**src/hw/asq_pkg.sv**
```systemverilog
package asq_pkg;
  localparam int ASQ_NCH = 16;
  localparam int ASQ_NSLOT = 12;
  localparam int ASQ_DW = 12;
  localparam logic [7:0] ASQ_OFF_MODE = 8'h00;
  localparam logic [7:0] ASQ_OFF_EXT = 8'h04;
  localparam logic [7:0] ASQ_OFF_SEQLO = 8'h08;
  localparam logic [7:0] ASQ_OFF_SEQHI = 8'h0C;
  localparam logic [7:0] ASQ_OFF_CHEN = 8'h10;
  localparam logic [7:0] ASQ_OFF_CHDIS = 8'h14;
  localparam logic [7:0] ASQ_OFF_CHSR = 8'h18;
  localparam logic [7:0] ASQ_OFF_CWR = 8'h1C;
  localparam logic [7:0] ASQ_OFF_DIFFERENTIAL_SELECT = 8'h20;
  localparam logic [7:0] ASQ_OFF_ISR = 8'h24;
  localparam logic [7:0] ASQ_OFF_IMR = 8'h28;
  localparam logic [7:0] ASQ_OFF_LDAT = 8'h2C;
  // Mode register fields
  localparam int ASQ_MR_TRGEN = 0;
  localparam int ASQ_MR_TRGSEL = 1;
  localparam int ASQ_MR_USER_SEQUENCE_ENABLE = 31;
  // Extended mode fields
  localparam int ASQ_EMR_COMPARE_MODE_SELECT = 0;
  localparam int ASQ_EMR_COMPARE_CHANNEL_SELECT = 3;
  localparam int ASQ_EMR_COMPARE_ALL_CHANNELS = 9;
  localparam int ASQ_EMR_FILT = 12;
  localparam int ASQ_EMR_SIGN = 16;
  localparam int ASQ_CWR_HIGH = 16;
  localparam int ASQ_ISR_COMPARE_EVENT_FLAG = 26;
  localparam int ASQ_ISR_DRDY = 24;
  localparam logic [31:0] ASQ_RST_ZERO = 32'h0000_0000;
  typedef enum logic [1:0]
  {
    ASQ_CMP_LOW = 2'b00,
    ASQ_CMP_HIGH = 2'b01,
    ASQ_CMP_IN = 2'b10,
    ASQ_CMP_OUT = 2'b11
  } asq_cmp_e;
endpackage : asq_pkg

```
**src/hw/asq_conv_if.sv**
```systemverilog
`timescale 1ns/1ps
interface asq_conv_if;
  logic start;
  logic [3:0] ch;
  logic done;
  logic [11:0] data;
  modport seq (output start, output ch, input done, input data);
  modport cmp (input done, input data, input ch);
endinterface : asq_conv_if

```
**src/hw/asq_window_cmp.sv**
```systemverilog
`timescale 1ns/1ps
module asq_window_cmp
  import asq_pkg::*;
(
  input wire logic mclk,
  input wire logic nrst,
  asq_conv_if.cmp cv,
  input wire logic [31:0] emr,
  input wire logic [31:0] cwr,
  output logic hit
);
  logic [3:0] run_reg;
  logic below;
  logic above;
  logic err;
  logic sel;
  logic sgn;
  logic [11:0] lo;
  logic [11:0] hi;
  assign lo = cwr[11:0];
  assign hi = cwr[ASQ_CWR_HIGH +: 12];
  assign sgn = emr[ASQ_EMR_SIGN];
  // Signed compare flips the sign bit so one unsigned compare serves both
  assign below = {cv.data[11] ^ sgn, cv.data[10:0]} < {lo[11] ^ sgn, lo[10:0]};
  assign above = {cv.data[11] ^ sgn, cv.data[10:0]} > {hi[11] ^ sgn, hi[10:0]};
  always_comb
  begin
    unique case (asq_cmp_e'(emr[ASQ_EMR_COMPARE_MODE_SELECT +: 2]))
      ASQ_CMP_LOW: err = below;
      ASQ_CMP_HIGH: err = above;
      ASQ_CMP_IN: err = !below && !above;
      ASQ_CMP_OUT: err = below || above;
    endcase
  end
  assign sel = emr[ASQ_EMR_COMPARE_ALL_CHANNELS] || (cv.ch == emr[ASQ_EMR_COMPARE_CHANNEL_SELECT +: 4]);
  always_ff @(posedge mclk or negedge nrst)
  begin
    if (!nrst)
    begin
      run_reg <= 4'h0;
      hit <= 1'b0;
    end
    else
    begin
      hit <= 1'b0;
      if (cv.done && sel)
      begin
        if (!err)
          run_reg <= 4'h0;
        else if (run_reg >= emr[ASQ_EMR_FILT +: 4])
        begin
          hit <= 1'b1;
          run_reg <= 4'h0;
        end
        else
          run_reg <= run_reg + 4'h1;
      end
    end
  end
endmodule : asq_window_cmp

```
**src/hw/asq_sequencer.sv**
```systemverilog
`timescale 1ns/1ps
module asq_sequencer
  import asq_pkg::*;
(
  input wire logic mclk,
  input wire logic nrst,
  input wire logic [31:0] mode,
  input wire logic [31:0] slots_lo,
  input wire logic [31:0] slots_hi,
  input wire logic [15:0] chen,
  input wire logic [15:0] diffsel,
  input wire logic trig_tc,
  input wire logic trig_pwm,
  output logic [15:0] mux_pos,
  output logic [15:0] mux_neg,
  output logic busy,
  asq_conv_if.seq cv
);
  logic [3:0] idx_reg;
  logic [3:0] cand;
  logic trig;
  logic [63:0] all_slots;
  logic [3:0] last;
  logic pend_reg;
  assign all_slots = {slots_hi, slots_lo};
  assign trig = mode[ASQ_MR_TRGEN] && (mode[ASQ_MR_TRGSEL] ? trig_pwm : trig_tc);
  assign last = mode[ASQ_MR_USER_SEQUENCE_ENABLE] ? 4'(ASQ_NSLOT - 1) : 4'hF;
  // Order source: user slots or plain channel number
  assign cand = mode[ASQ_MR_USER_SEQUENCE_ENABLE] ? all_slots[idx_reg*4 +: 4] : idx_reg;
  always_ff @(posedge mclk or negedge nrst)
  begin
    if (!nrst)
    begin
      idx_reg <= 4'h0;
      busy <= 1'b0;
      pend_reg <= 1'b0;
      cv.start <= 1'b0;
      cv.ch <= 4'h0;
      mux_pos <= 16'h0000;
      mux_neg <= 16'h0000;
    end
    else
    begin
      cv.start <= 1'b0;
      if (!busy)
      begin
        if (trig)
        begin
          busy <= 1'b1;
          idx_reg <= 4'h0;
          pend_reg <= 1'b0;
        end
        else if (cv.done)
          pend_reg <= 1'b0;
      end
      else if (!pend_reg || cv.done)
      begin
        // A disabled slot issues nothing, so no done would come: step on at once
        pend_reg <= chen[cand];
        if (chen[cand])
        begin
          cv.start <= 1'b1;
          cv.ch <= cand;
          mux_pos <= 16'h0001 << cand;
          mux_neg <= diffsel[cand] ? (16'h0001 << (cand ^ 4'h1)) : 16'h0000;
        end
        if (idx_reg == last)
          busy <= 1'b0;
        else
          idx_reg <= idx_reg + 4'h1;
      end
    end
  end
endmodule : asq_sequencer

```
**src/hw/asq_ctrl.sv**
```systemverilog
// The implementer's own choices: the register offsets and register access over Wishbone.
`timescale 1ns/1ps
module asq_ctrl
  import asq_pkg::*;
(
  input wire logic mclk,
  input wire logic nrst,
  input wire logic wb_cyc_i,
  input wire logic wb_stb_i,
  input wire logic wb_we_i,
  input wire logic [7:0] wb_adr_i,
  input wire logic [3:0] wb_sel_i,
  input wire logic [31:0] wb_dat_i,
  output logic [31:0] wb_dat_o,
  output logic wb_ack_o,
  input wire logic trig_tc,
  input wire logic trig_pwm,
  output logic conv_start,
  output logic [3:0] conv_ch,
  input wire logic conv_done,
  input wire logic [11:0] conv_data,
  output logic [15:0] mux_pos,
  output logic [15:0] mux_neg,
  output logic dma_req,
  output logic irq
);
  import asq_pkg::*;
  asq_conv_if cv();
  logic [31:0] mode_reg;
  logic [31:0] emr_reg;
  logic [31:0] seqlo_reg;
  logic [31:0] seqhi_reg;
  logic [15:0] chen_reg;
  logic [31:0] cwr_reg;
  logic [15:0] differential_select_reg;
  logic [31:0] imr_reg;
  logic compare_event_flag_reg;
  logic drdy_reg;
  logic [15:0] ldat_reg;
  logic hit;
  logic busy;
  logic [15:0] pos_w;
  logic [15:0] neg_w;
  logic acc;
  logic wr;
  logic rd_isr;
  logic rd_ldat;
  logic [31:0] wmask;
  assign acc = wb_cyc_i && wb_stb_i && !wb_ack_o;
  assign wr = acc && wb_we_i;
  assign rd_isr = acc && !wb_we_i && wb_adr_i == ASQ_OFF_ISR;
  assign rd_ldat = acc && !wb_we_i && wb_adr_i == ASQ_OFF_LDAT;
  assign wmask = {{8{wb_sel_i[3]}}, {8{wb_sel_i[2]}}, {8{wb_sel_i[1]}}, {8{wb_sel_i[0]}}};
  assign cv.done = conv_done;
  assign cv.data = conv_data;
  asq_sequencer u_seq (
    .mclk(mclk),
    .nrst(nrst),
    .mode(mode_reg),
    .slots_lo(seqlo_reg),
    .slots_hi(seqhi_reg),
    .chen(chen_reg),
    .diffsel(differential_select_reg),
    .trig_tc(trig_tc),
    .trig_pwm(trig_pwm),
    .mux_pos(pos_w),
    .mux_neg(neg_w),
    .busy(busy),
    .cv(cv)
  );
  asq_window_cmp u_cmp (
    .mclk(mclk),
    .nrst(nrst),
    .cv(cv),
    .emr(emr_reg),
    .cwr(cwr_reg),
    .hit(hit)
  );
  always_ff @(posedge mclk or negedge nrst)
  begin
    if (!nrst)
    begin
      wb_ack_o <= 1'b0;
    end
    else
    begin
      wb_ack_o <= acc;
    end
  end
  // Configuration registers, byte-lane masked writes
  always_ff @(posedge mclk or negedge nrst)
  begin
    if (!nrst)
    begin
      mode_reg <= ASQ_RST_ZERO;
      emr_reg <= ASQ_RST_ZERO;
      seqlo_reg <= ASQ_RST_ZERO;
      seqhi_reg <= ASQ_RST_ZERO;
      chen_reg <= 16'h0000;
      cwr_reg <= ASQ_RST_ZERO;
      differential_select_reg <= 16'h0000;
      imr_reg <= ASQ_RST_ZERO;
    end
    else if (wr)
    begin
      unique case (wb_adr_i)
        ASQ_OFF_MODE: mode_reg <= (mode_reg & ~wmask) | (wb_dat_i & wmask);
        ASQ_OFF_EXT: emr_reg <= (emr_reg & ~wmask) | (wb_dat_i & wmask);
        ASQ_OFF_SEQLO: seqlo_reg <= (seqlo_reg & ~wmask) | (wb_dat_i & wmask);
        ASQ_OFF_SEQHI: seqhi_reg <= (seqhi_reg & ~wmask) | (wb_dat_i & wmask);
        ASQ_OFF_CHEN: chen_reg <= chen_reg | (wb_dat_i[15:0] & wmask[15:0]);
        ASQ_OFF_CHDIS: chen_reg <= chen_reg & ~(wb_dat_i[15:0] & wmask[15:0]);
        ASQ_OFF_CWR: cwr_reg <= (cwr_reg & ~wmask) | (wb_dat_i & wmask);
        ASQ_OFF_DIFFERENTIAL_SELECT: differential_select_reg <= (differential_select_reg & ~wmask[15:0]) | (wb_dat_i[15:0] & wmask[15:0]);
        ASQ_OFF_IMR: imr_reg <= (imr_reg & ~wmask) | (wb_dat_i & wmask);
        default: ;
      endcase
    end
  end
  // Status flags: a set in the read cycle wins over the read clear
  always_ff @(posedge mclk or negedge nrst)
  begin
    if (!nrst)
    begin
      compare_event_flag_reg <= 1'b0;
      drdy_reg <= 1'b0;
      ldat_reg <= 16'h0000;
    end
    else
    begin
      if (hit)
        compare_event_flag_reg <= 1'b1;
      else if (rd_isr)
        compare_event_flag_reg <= 1'b0;
      if (conv_done)
      begin
        drdy_reg <= 1'b1;
        ldat_reg <= {conv_ch, conv_data};
      end
      else if (rd_ldat)
        drdy_reg <= 1'b0;
    end
  end
  always_ff @(posedge mclk or negedge nrst)
  begin
    if (!nrst)
    begin
      wb_dat_o <= ASQ_RST_ZERO;
    end
    else if (acc && !wb_we_i)
    begin
      unique case (wb_adr_i)
        ASQ_OFF_MODE: wb_dat_o <= mode_reg;
        ASQ_OFF_EXT: wb_dat_o <= emr_reg;
        ASQ_OFF_SEQLO: wb_dat_o <= seqlo_reg;
        ASQ_OFF_SEQHI: wb_dat_o <= seqhi_reg;
        ASQ_OFF_CHSR: wb_dat_o <= {16'h0000, chen_reg};
        ASQ_OFF_CWR: wb_dat_o <= cwr_reg;
        ASQ_OFF_DIFFERENTIAL_SELECT: wb_dat_o <= {16'h0000, differential_select_reg};
        ASQ_OFF_ISR: wb_dat_o <= {5'h00, compare_event_flag_reg, 1'b0, drdy_reg, 7'h00, busy, 16'h0000};
        ASQ_OFF_IMR: wb_dat_o <= imr_reg;
        ASQ_OFF_LDAT: wb_dat_o <= {16'h0000, ldat_reg};
        default: wb_dat_o <= ASQ_RST_ZERO;
      endcase
    end
  end
  always_ff @(posedge mclk or negedge nrst)
  begin
    if (!nrst)
    begin
      conv_start <= 1'b0;
      conv_ch <= 4'h0;
      mux_pos <= 16'h0000;
      mux_neg <= 16'h0000;
      dma_req <= 1'b0;
      irq <= 1'b0;
    end
    else
    begin
      conv_start <= cv.start;
      conv_ch <= cv.ch;
      mux_pos <= pos_w;
      mux_neg <= neg_w;
      dma_req <= conv_done;
      irq <= compare_event_flag_reg && imr_reg[ASQ_ISR_COMPARE_EVENT_FLAG];
    end
  end
endmodule : asq_ctrl

```
**config.mk**
```make
export PLATFORM = sky130hd
export DESIGN_NAME = asq_ctrl
export DESIGN_NICKNAME = d
export VERILOG_FILES = /design/src/hw/asq_pkg.sv /design/src/hw/asq_conv_if.sv /design/src/hw/asq_window_cmp.sv /design/src/hw/asq_sequencer.sv /design/src/hw/asq_ctrl.sv
export SDC_FILE = /design/constraint.sdc
export NUM_CORES = 1
export LEC_CHECK = 0
export ABC_AREA = 1
export BUFFER_PORTS_ARGS = -buffer_cell sky130_fd_sc_hd__buf_2
export CAP_MARGIN = 0
export CELL_PAD_IN_SITES_DETAIL_PLACEMENT = 0
export CELL_PAD_IN_SITES_GLOBAL_PLACEMENT = 1
export CORE_ASPECT_RATIO = 1.2
export CORE_MARGIN = 5
export CORE_UTILIZATION = 46
export CTS_CLUSTER_DIAMETER = 50
export CTS_CLUSTER_SIZE = 8
export DETAILED_ROUTE_END_ITERATION = 8
export HOLD_SLACK_MARGIN = 0.1
export PLACE_DENSITY = 0.8
export SKIP_CTS_REPAIR_TIMING = 1
export SLEW_MARGIN = 20
export SYNTH_ARGS = -nofsm -noshare
export SYNTH_HDL_FRONTEND = slang
export SYNTH_SLANG_ARGS = --single-unit
```
**constraint.sdc**
```tcl
create_clock -name mclk -period 2.85 [get_ports mclk]
set_input_delay 0.4275 -clock mclk [delete_from_list [all_inputs] [get_ports mclk]]
set_output_delay 0.4275 -clock mclk [all_outputs]
set_load 0.05 [all_outputs]
```
==> results of run 1 <==
cells in the mapped netlist, types with 2 or more instances:
| master | n |
|---|---|
| inv_1 | 175 |
| nor2_2 | 3 |
| a211oi_1 | 2 |
| clkbuf_1 | 59 |
| buf_1 | 4 |
| nand2_1 | 643 |
| o2111ai_1 | 11 |
| xnor2_1 | 6 |
| nand3_4 | 5 |
| o21ai_0 | 271 |
| o21ai_1 | 7 |
| o211ai_1 | 6 |
| nand3_2 | 2 |
| nor2_1 | 76 |
| nand3b_1 | 3 |
| clkinv_1 | 3 |
| nor4_1 | 3 |
| a221oi_1 | 44 |
| ha_1 | 29 |
| nand4_1 | 35 |
| buf_6 | 11 |
| o22ai_1 | 14 |
| inv_2 | 6 |
| buf_4 | 3 |
| dfrtp_1 | 362 |
| nor3_1 | 22 |
| nand3_1 | 72 |
| xor2_1 | 3 |
| nand2_2 | 4 |
| a21oi_1 | 46 |
| buf_2 | 9 |
cell families after synthesis:
family	Yosys count	synth area share, %
AND/OR/NAND/NOR	871	21.8
AO/OA/AOI/OAI	408	14.0
flip-flops	362	54.7
buffers and inverters	272	6.88
adder cells (fa/ha/maj)	29	2.19
XOR/XNOR	9	0.476
path summary, 6_finish.rpt:
path | startpoint | end | slack (ns) | depth (start not counted)
max in group asynchronous | nrst | async pin | 1.54 | 3
max | u_seq.idx_reg[1]$_DFFE_PN0P_ | u_seq.mux_pos[15]$_DFFE_PN0P_ | 0.20 | 14
max reg2reg | u_seq.idx_reg[1]$_DFFE_PN0P_ | u_seq.mux_pos[15]$_DFFE_PN0P_ | 0.20 | 14
min | conv_data[0] | ldat_reg[0]$_DFFE_PN0P_ | 0.11 | 3
min in group asynchronous | nrst | mux_pos[5]$_DFF_PN0_ | 0.46 | 2
min reg2reg | u_seq.cv.start$_DFF_PN0_ | conv_start$_DFF_PN0_ | 0.34 | 0
worst max-delay path: cells and delay by family, from the launching register on:
kind | cells | cell delay, ns
buffers and inverters | 1 | 0.23
and+or+nand+nor | 13 | 1.79
DFF | 1 | 0.49
per-layer routing:
metal  part of all wire, %  track usage, %  vias up  routed length (um)
met3                   6.6            4.57      128                3370
met5                     0               0        -                   0
met1                    40            33.0     6901               20700
met4                   4.7            11.1        0                2430
met2                    48            42.5      526               24800
li1                      -               -     6779                   -
where the power goes:
part	internal, uW	switching, uW	total, uW
sequential	5340	143	5480
clock	3420	2130	5550
combinational	590	1530	2120
stage by stage:
stage	util [%]	power, uW	setup WS (ns)
6_report	54.6	13100	0.196
5_1_grt	54.6	13700	0.00360
4_1_cts	54.5	13200	0.199
3_5_place_dp	50.5	7650	0.196
3_3_place_gp	50.5	7620	0.228
2_1_floorplan	-	7000	0.767
layout make-up:
type                       instances  area, um^2  share of cell area (%)
sequential                       362        9060                    46.4
multi-input combinational       1319        6390                    32.8
clock inverter                     4        52.6                   0.269
tap                              468         586                    3.00
clock buffer                      57        1370                    7.03
inverter                         185         696                    3.57
antenna                            2        5.00                  0.0256
timing repair buffer             210        1350                    6.93
==> run metrics, run 1 <==
status=finished, final reports clean; Initial Util=46.3%; Worst path max stage delay=0.49 ns; pin count of the biggest net entering global routing=77; worst-path cell chain=buf_4 -> nand3_1 -> nand2_1 -> nand2_1 -> nand3_4 -> nand3_4 -> nand2_1 -> nand2_1 -> nand2_1 -> nand3_1 -> nand3_2 -> nand3_2 -> nand2_1 -> nand2_1; GRT Overall Usage=25.6%; Antenna Violating Nets Remaining=0; asr flop ratio synth=100%; 1st-iter DRT viols=1187; placed cells=2541; Layout fillers=3379; final hold slack=0.108 ns; DRC viols=0; final hold vios=0; critical path's most frequent cell=nand2_1; main area contributors after synthesis=dfrtp_1 55%, nand2_1 15%, o21ai_0 8.2%; Vias/cell=5.50; total clock sinks=362; TNS Setup=0 ns; clock-pin slew on the worst setup and hold paths=0.05 ns; vias in the first global route=14056; library cells used by synthesis=43; synth warn=0; Post-Route WL=51300 um; syn_nets=2044; Post-synth EDFFs=0; Yosys top cell by area=dfrtp_1; synthesis-to-finish area growth=17.8%; slowest CP cell=dfrtp_1; endpoints failing setup=0; post-route insts no fill=2607; CP max FO=23; Worst EP arrival=3.11 ns; post-synthesis sequential area ratio=54.7%; PortBufs=135; commonest cells after routing, fill and taps aside=643 x nand2_1, 362 x dfrtp_1, 271 x o21ai_0; layout cell share with drive strength beyond 1=14.0%; Root Driver=clkbuf_16; share of the synthesized area in the top cell type=54.7%; clock skew=0.0153 ns; FMAX=377 MHz; P per Cell Area=674 nW/um^2; syn_area_per_cell=8.49 um^2; fin nets=2223; Pleak=0.00952 uW; drt first pass iters=5; GRT overflow=0; crit share post-route=93.1%; commonest non-fill, non-tap cell in the layout=nand2_1; die area=39900 um^2; # rows=76; CTS tree=yes; critical path class=flop to flop; crit end category=flop; Post-DP Area=18100 um^2; Finished Cell Area=19500 um^2; die height=218 um; CTS max path bufs=3; vias=14334; gp weighted congestion=0.927; fin crit period=2.65 ns; Die X=183 um; max_slew headroom=40.8%; Cell Area, Synth=16600 um^2; post-synthesis register bit count=362; Syn Inst Count=1951; Peak VDD IR=0.435 mV; htree depth=2; max-cap viol count=0; CTS buffer count=52; Worst Max-Slew Pin Slew=0.889 ns; Routed WL per cell=19.7 um; Clk Latency, worst-skew pair=0.57 ns; Core Region=35800 um^2; Tightest Hold Check Type=input pin to flop; initial antenna violation count=0; HPWL Detailed=36600 um; first-pass GRT wire length=79700 um; Slew Limit Fails=0; Worst EP required=3.31 ns; RSZ-0062 raised after global routing=false; I/O pins=136; Synth Flop Type=dfrtp_1; startpoint types=flop
No activity file was read; power rests on OpenSTA's default activity.
==> run 2: changes to the inputs <==
- RECOVER_POWER: unset -> 25
==> run 2 against run 1 <==
  * The flow now finishes with violations (capacitance limit, slew limit)
  * Combinational power about the same
  * Total power about the same
  * First-iteration DRC count increased by 0.67%
  * Critical endpoint unchanged
  * Clock-buffer cell count unchanged
  * Design area decreased by 0.20%
  * Critical path type unchanged
  * Sequential power about the same
  * Largest cell class unchanged
==> run metrics, run 2 (synthesized netlist as in run 1, its figures left out) <==
synthesis-to-finish area growth=17.6%; Finished Cell Area=19500 um^2 (-0.20%); startpoint types=flop; gr busiest metal=met2; fin nets=2223 (unchanged); vias in the first global route=14056 (unchanged); final hold vios=0 (unchanged); Peak VDD IR=0.435 mV (about the same); critical path class=flop to flop; Worst EP arrival=3.11 ns (about the same); Tightest Hold Check Type=input pin to flop; R2R cell count=14 (unchanged); worst hold endpoint=ldat_reg[0]$_DFFE_PN0P_; Slew Limit Fails=110 (+110); GRT overflow=0 (unchanged); Post-DP Area=18100 um^2 (unchanged); Core Region=35800 um^2 (unchanged); layout cell share with drive strength beyond 1=14.0% (-0.047 points); fin crit period=2.65 ns (-0.00264 ns); Clk Latency, worst-skew pair=0.57 ns (about the same); # rows=76 (unchanged); TNS Setup=0 ns (unchanged); RSZ-0062 raised after global routing=false; GRT Overall Usage=25.6% (unchanged); HPWL Detailed=36600 um (unchanged); 1st-iter DRT viols=1195 (+0.67%); failing checks=capacitance limit, slew limit; I/O pins=136 (unchanged); crit end category=flop; endpoints failing setup=0 (unchanged); gp weighted congestion=0.927 (unchanged); clock skew=0.0144 ns (-0.000951 ns); vias=14358 (+0.17%); commonest non-fill, non-tap cell in the layout=nand2_1; R2R Setup Slk=0.20 ns (about the same); PortBufs=135 (unchanged); total clock sinks=362 (unchanged); Die X=183 um (unchanged); Layout fillers=3389 (+0.30%); die area=39900 um^2 (unchanged); pin count of the biggest net entering global routing=77 (unchanged); max-cap viol count=2 (+2); P per Cell Area=675 nW/um^2 (+0.17%); met1 Use GR=33.0% (unchanged); DRC viols=0 (unchanged); Vias/cell=5.51 (+0.24%); Post-Route WL=51400 um (+0.25%); die height=218 um (unchanged); first-pass GRT wire length=79700 um (unchanged); status=finished, violations left; crit share post-route=93.0% (about the same); FMAX=377 MHz (about the same); Worst EP required=3.31 ns (about the same); final hold slack=0.107 ns (-0.000570 ns); diode count=0 (-2); Worst Max-Slew Pin Slew=1.89 ns (+1.01 ns); clock-pin slew on the worst setup and hold paths=0.05 ns (about the same); met3 Track Usage GR=4.57% (unchanged); drt first pass iters=6 (+1); CTS tree=yes; Routed WL per cell=19.7 um (+0.33%); commonest cells after routing, fill and taps aside=643 x nand2_1, 362 x dfrtp_1, 271 x o21ai_0; htree depth=2 (unchanged); initial antenna violation count=0 (unchanged); CTS max path bufs=3 (unchanged); Hold Path Depth=3 (unchanged); CTS buffer count=52 (unchanged); Root Driver=clkbuf_16; reg2reg end=u_seq.mux_pos[15]$_DFFE_PN0P_; met2 Track Usage GR=42.5% (unchanged); post-route insts no fill=2605 (-0.077%); hold_sp=conv_data[0]; Initial Util=46.3% (unchanged); placed cells=2541 (unchanged); Antenna Violating Nets Remaining=0 (unchanged); Critical R2R Launch=u_seq.idx_reg[0]$_DFFE_PN0P_; total power=13100 uW (about the same); Pleak=0.00950 uW (-0.15%); max_slew headroom=-26.3% (-67 points); CP max FO=24 (+4.3%)
==> run 2: cell count changes in the layout (fill, tap and decap cells not counted), sizes merged <==
cell    previous run  this run
clkbuf            57        59
diode              2         0
buf              209       207
==> run 2: worst max-delay path: stages (launching register included) <==
cell,delay (ns)
dfrtp_1,0.41
inv_2,0.31
nand2_1,0.09
nand3_1,0.09
nand2_1,0.05
nand2_1,0.13
nand3_4,0.16
nand3_4,0.24
nor2_2,0.09
nand2_1,0.08
nand3_2,0.11
nand3_4,0.14
nand3_2,0.37
nand2_1,0.18
nand2_1,0.06
==> run 2: worst max path at each step <==
| stage | from | end | slack (ns) | cells after the start |
|---|---|---|---|---|
| 3_5_place_dp | conv_data[11] | u_cmp.run_reg[3]$_DFFE_PN0P_ | 0.20 | 15 |
| 4_1_cts | u_seq.idx_reg[0]$_DFFE_PN0P_ | u_seq.mux_pos[6]$_DFFE_PN0P_ | 0.20 | 14 |
| 3_3_place_gp | conv_data[11] | u_cmp.run_reg[3]$_DFFE_PN0P_ | 0.23 | 15 |
| 6_report | u_seq.idx_reg[0]$_DFFE_PN0P_ | u_seq.mux_pos[15]$_DFFE_PN0P_ | 0.20 | 14 |
| 5_1_grt | flop | u_cmp.run_reg[0]$_DFFE_PN0P_ | 0.004 | 14 |
| 2_1_floorplan | u_seq.idx_reg[0]$_DFFE_PN0P_ | u_seq.mux_neg[4]$_DFFE_PN0P_ | 0.77 | 14 |
==> run 2: per-stage QoR <==
stage,utilization (%),setup slack [ns]
after detailed placement,50.5,0.196
after global routing,54.5,0.00360
after floorplan,-,0.767
final,54.5,0.198
after CTS,54.5,0.199
after global placement,50.5,0.228
==> run 2: cell type report <==
class | instances | area [um^2] | area share (%)
clock buffers | 57 | 1370 | 7.04
clock inverters | 4 | 52.6 | 0.270
flip-flops and latches | 362 | 9060 | 46.5
well taps | 468 | 586 | 3.01
inverters | 185 | 696 | 3.57
repair buffers | 210 | 1320 | 6.77
multi-input cells | 1319 | 6390 | 32.8
==> run 2: report_power, final <==
| group | switching, uW | internal [uW] | leakage (uW) |
|---|---|---|---|
| registers | 142 | 5340 | 0.00491 |
| logic | 1530 | 585 | 0.00389 |
| clock network | 2130 | 3420 | 0.000703 |
| total | 3800 | 9340 | 0.00950 |
==> run 2: metal layers <==
layer / share of wire [%] / wire length, um / up-vias
li1: - / - / 6775
met1: 40 / 20700 / 6903
met2: 48 / 24800 / 550
met3: 6.7 / 3460 / 130
met4: 4.8 / 2460 / 0
met5: 0 / 0 / -
==> run 3: changes to the inputs <==
- CORE_ASPECT_RATIO: 1.2 -> 0.75
- SLEW_MARGIN: 20 -> unset
- clock period: 2.85 -> 2.45 ns (I/O delays scaled with it)
==> run 3 against run 2 <==
  * Sequential power is 17% higher
  * Setup slack got worse by 0.22 ns
  * Combinational power increased by 58%
  * Critical path depth rose by 2
  * The flow finishes with violations (capacitance limit, slew limit, setup timing)
  * Total power increased by 23%
  * Global-route usage decreased by 0.075 points
==> run metrics, run 3 (synthesized netlist as in run 1, its figures left out) <==
vias in the first global route=13681 (-2.7%); endpoints failing setup=10 (+10); PortBufs=135 (unchanged); 1st-iter DRT viols=1659 (+39%); worst hold endpoint=wb_ack_o$_DFF_PN0_; pre-CTS setup slack=-0.124 ns (-0.320 ns); failing checks=capacitance limit, slew limit, setup timing; commonest cells after routing, fill and taps aside=592 x nand2_1, 360 x dfrtp_1, 269 x o21ai_0; CTS buffer count=52 (unchanged); Initial Util=46.3% (about the same); max-cap viol count=1 (-1); Worst Max-Slew Pin Slew=1.86 ns (-0.0385 ns); Vias/cell=5.56 (+0.83%); diode count=0 (unchanged); Layout Utilization=57.5% (+3.1 points); GRT Overall Usage=25.5% (-0.075 points); Slew Limit Fails=34 (-69%); RSZ-0062 raised after global routing=true; reg2reg end=u_seq.mux_neg[8]$_DFFE_PN0P_; Pleak=0.00996 uW (+4.8%); fin nets=2278 (+2.5%); I/O pins=136 (unchanged); crit end category=flop; Tightest Hold Check Type=input pin to flop; startpoint types=flop; FMAX=405 MHz (+7.5%); vias=14766 (+2.8%); final hold vios=0 (unchanged); crit share post-route=101% (+7.7 points); die area=39900 um^2 (about the same); CTS max path bufs=3 (unchanged); post-route insts no fill=2657 (+2.0%); placed cells=2559 (+0.71%); status=finished, violations left; final hold slack=0.0807 ns (-0.0262 ns); Peak VDD IR=0.440 mV (+1.1%); DRC viols=0 (unchanged); HPWL Detailed=37500 um (+2.5%); commonest non-fill, non-tap cell in the layout=nand2_1; drt first pass iters=5 (-1); pin count of the biggest net entering global routing=69 (-10%); Clk Latency, worst-skew pair=0.57 ns (about the same); R2R cell count=16 (+2); CTS tree=yes; GRT overflow=0 (unchanged); Critical R2R Launch=u_seq.idx_reg[0]$_DFFE_PN0P_; Hold Path Depth=3 (unchanged); clock-pin slew on the worst setup and hold paths=0.05 ns (about the same); Root Driver=clkbuf_16; layout cell share with drive strength beyond 1=19.7% (+5.7 points); fin crit period=2.47 ns (-0.184 ns); htree depth=2 (unchanged); # rows=60 (-21%); first-pass GRT wire length=80900 um (+1.4%); clock skew=0.0198 ns (+0.00536 ns); synthesis-to-finish area growth=24.2%; hold_sp=wb_cyc_i; Worst EP arrival=2.91 ns (-0.20 ns); initial antenna violation count=0 (unchanged); critical path class=flop to flop; R2R Setup Slk=-0.02 ns (-0.22 ns); P per Cell Area=783 nW/um^2 (+16%); final worst slack=-0.0177 ns (-0.216 ns); die height=174 um (-20%); gp weighted congestion=0.934 (+0.73%); Routed WL per cell=19.9 um (+0.71%); Post-Route WL=52800 um (+2.7%); total clock sinks=362 (unchanged); Core Region=35700 um^2 (about the same); Worst EP required=2.90 ns (-0.41 ns); Die X=229 um (+25%); Antenna Violating Nets Remaining=0 (unchanged); CP max FO=7 (-71%); max_slew headroom=-23.7% (+2.6 points)
[run 3: area by class of cell]
cell class / instances / area (um^2)
fillers: 3177 / 15200
flip-flops and latches: 362 / 9060
multi-input cells: 1322 / 6800
repair buffers: 261 / 1980
clock buffers: 56 / 1330
inverters: 185 / 719
well taps: 465 / 582
clock inverters: 5 / 86.3
repair inverters: 1 / 7.51
[run 3: worst max-delay path, stage by stage, from the launching register on]
cell	delay, ns
dfrtp_2	0.43
clkinv_4	0.13
buf_8	0.16
nand2_1	0.06
nand3_1	0.08
nand3_1	0.08
nand3b_1	0.09
nand2_2	0.16
clkinvlp_4	0.21
buf_6	0.18
nand2_4	0.06
nand3_4	0.07
nand3_4	0.11
nand3_4	0.17
clkbuf_16	0.24
nand2_4	0.06
nand2_2	0.04
[run 3: worst max path at each step]
| stage | from | end | slack, ns | cells past startpoint |
|---|---|---|---|---|
| 4_1_cts | flop | u_cmp.run_reg[1]$_DFFE_PN0P_ | -0.14 | 14 |
| 6_report | u_seq.idx_reg[0]$_DFFE_PN0P_ | u_seq.mux_neg[8]$_DFFE_PN0P_ | -0.02 | 16 |
| 3_3_place_gp | conv_data[11] | u_cmp.run_reg[3]$_DFFE_PN0P_ | -0.13 | 15 |
| 3_5_place_dp | u_seq.idx_reg[0]$_DFFE_PN0P_ | u_seq.mux_pos[15]$_DFFE_PN0P_ | -0.12 | 19 |
| 2_1_floorplan | u_seq.idx_reg[0]$_DFFE_PN0P_ | u_seq.mux_neg[4]$_DFFE_PN0P_ | 0.37 | 14 |
| 5_1_grt | u_seq.idx_reg[0]$_DFFE_PN0P_ | u_seq.mux_neg[0]$_DFFE_PN0P_ | -0.14 | 18 |
[run 3: metal layers]
metal,up-vias,global-route usage [%],wire length [um]
met5,-,0,0
met4,0,4.78,810
met3,62,4.96,4380
met2,594,36.3,22300
met1,7208,40.8,25400
li1,6902,-,-
[run 3: where the power goes]
group / internal, uW / switching, uW
clock: 3880 / 2490
sequential: 6210 / 179
combinational: 1210 / 2130
[run 3: stage by stage]
| step | area, um^2 | setup TNS, ns | total power (uW) |
|---|---|---|---|
| after floorplan | 16600 | 0 | 8140 |
| after global placement | 18300 | -0.589 | 9020 |
| after detailed placement | 18300 | -2.31 | 9050 |
| after CTS | 19700 | -2.64 | 15500 |
| after global routing | 20600 | -4.64 | 16800 |
| final | 20600 | -0.102 | 16100 |
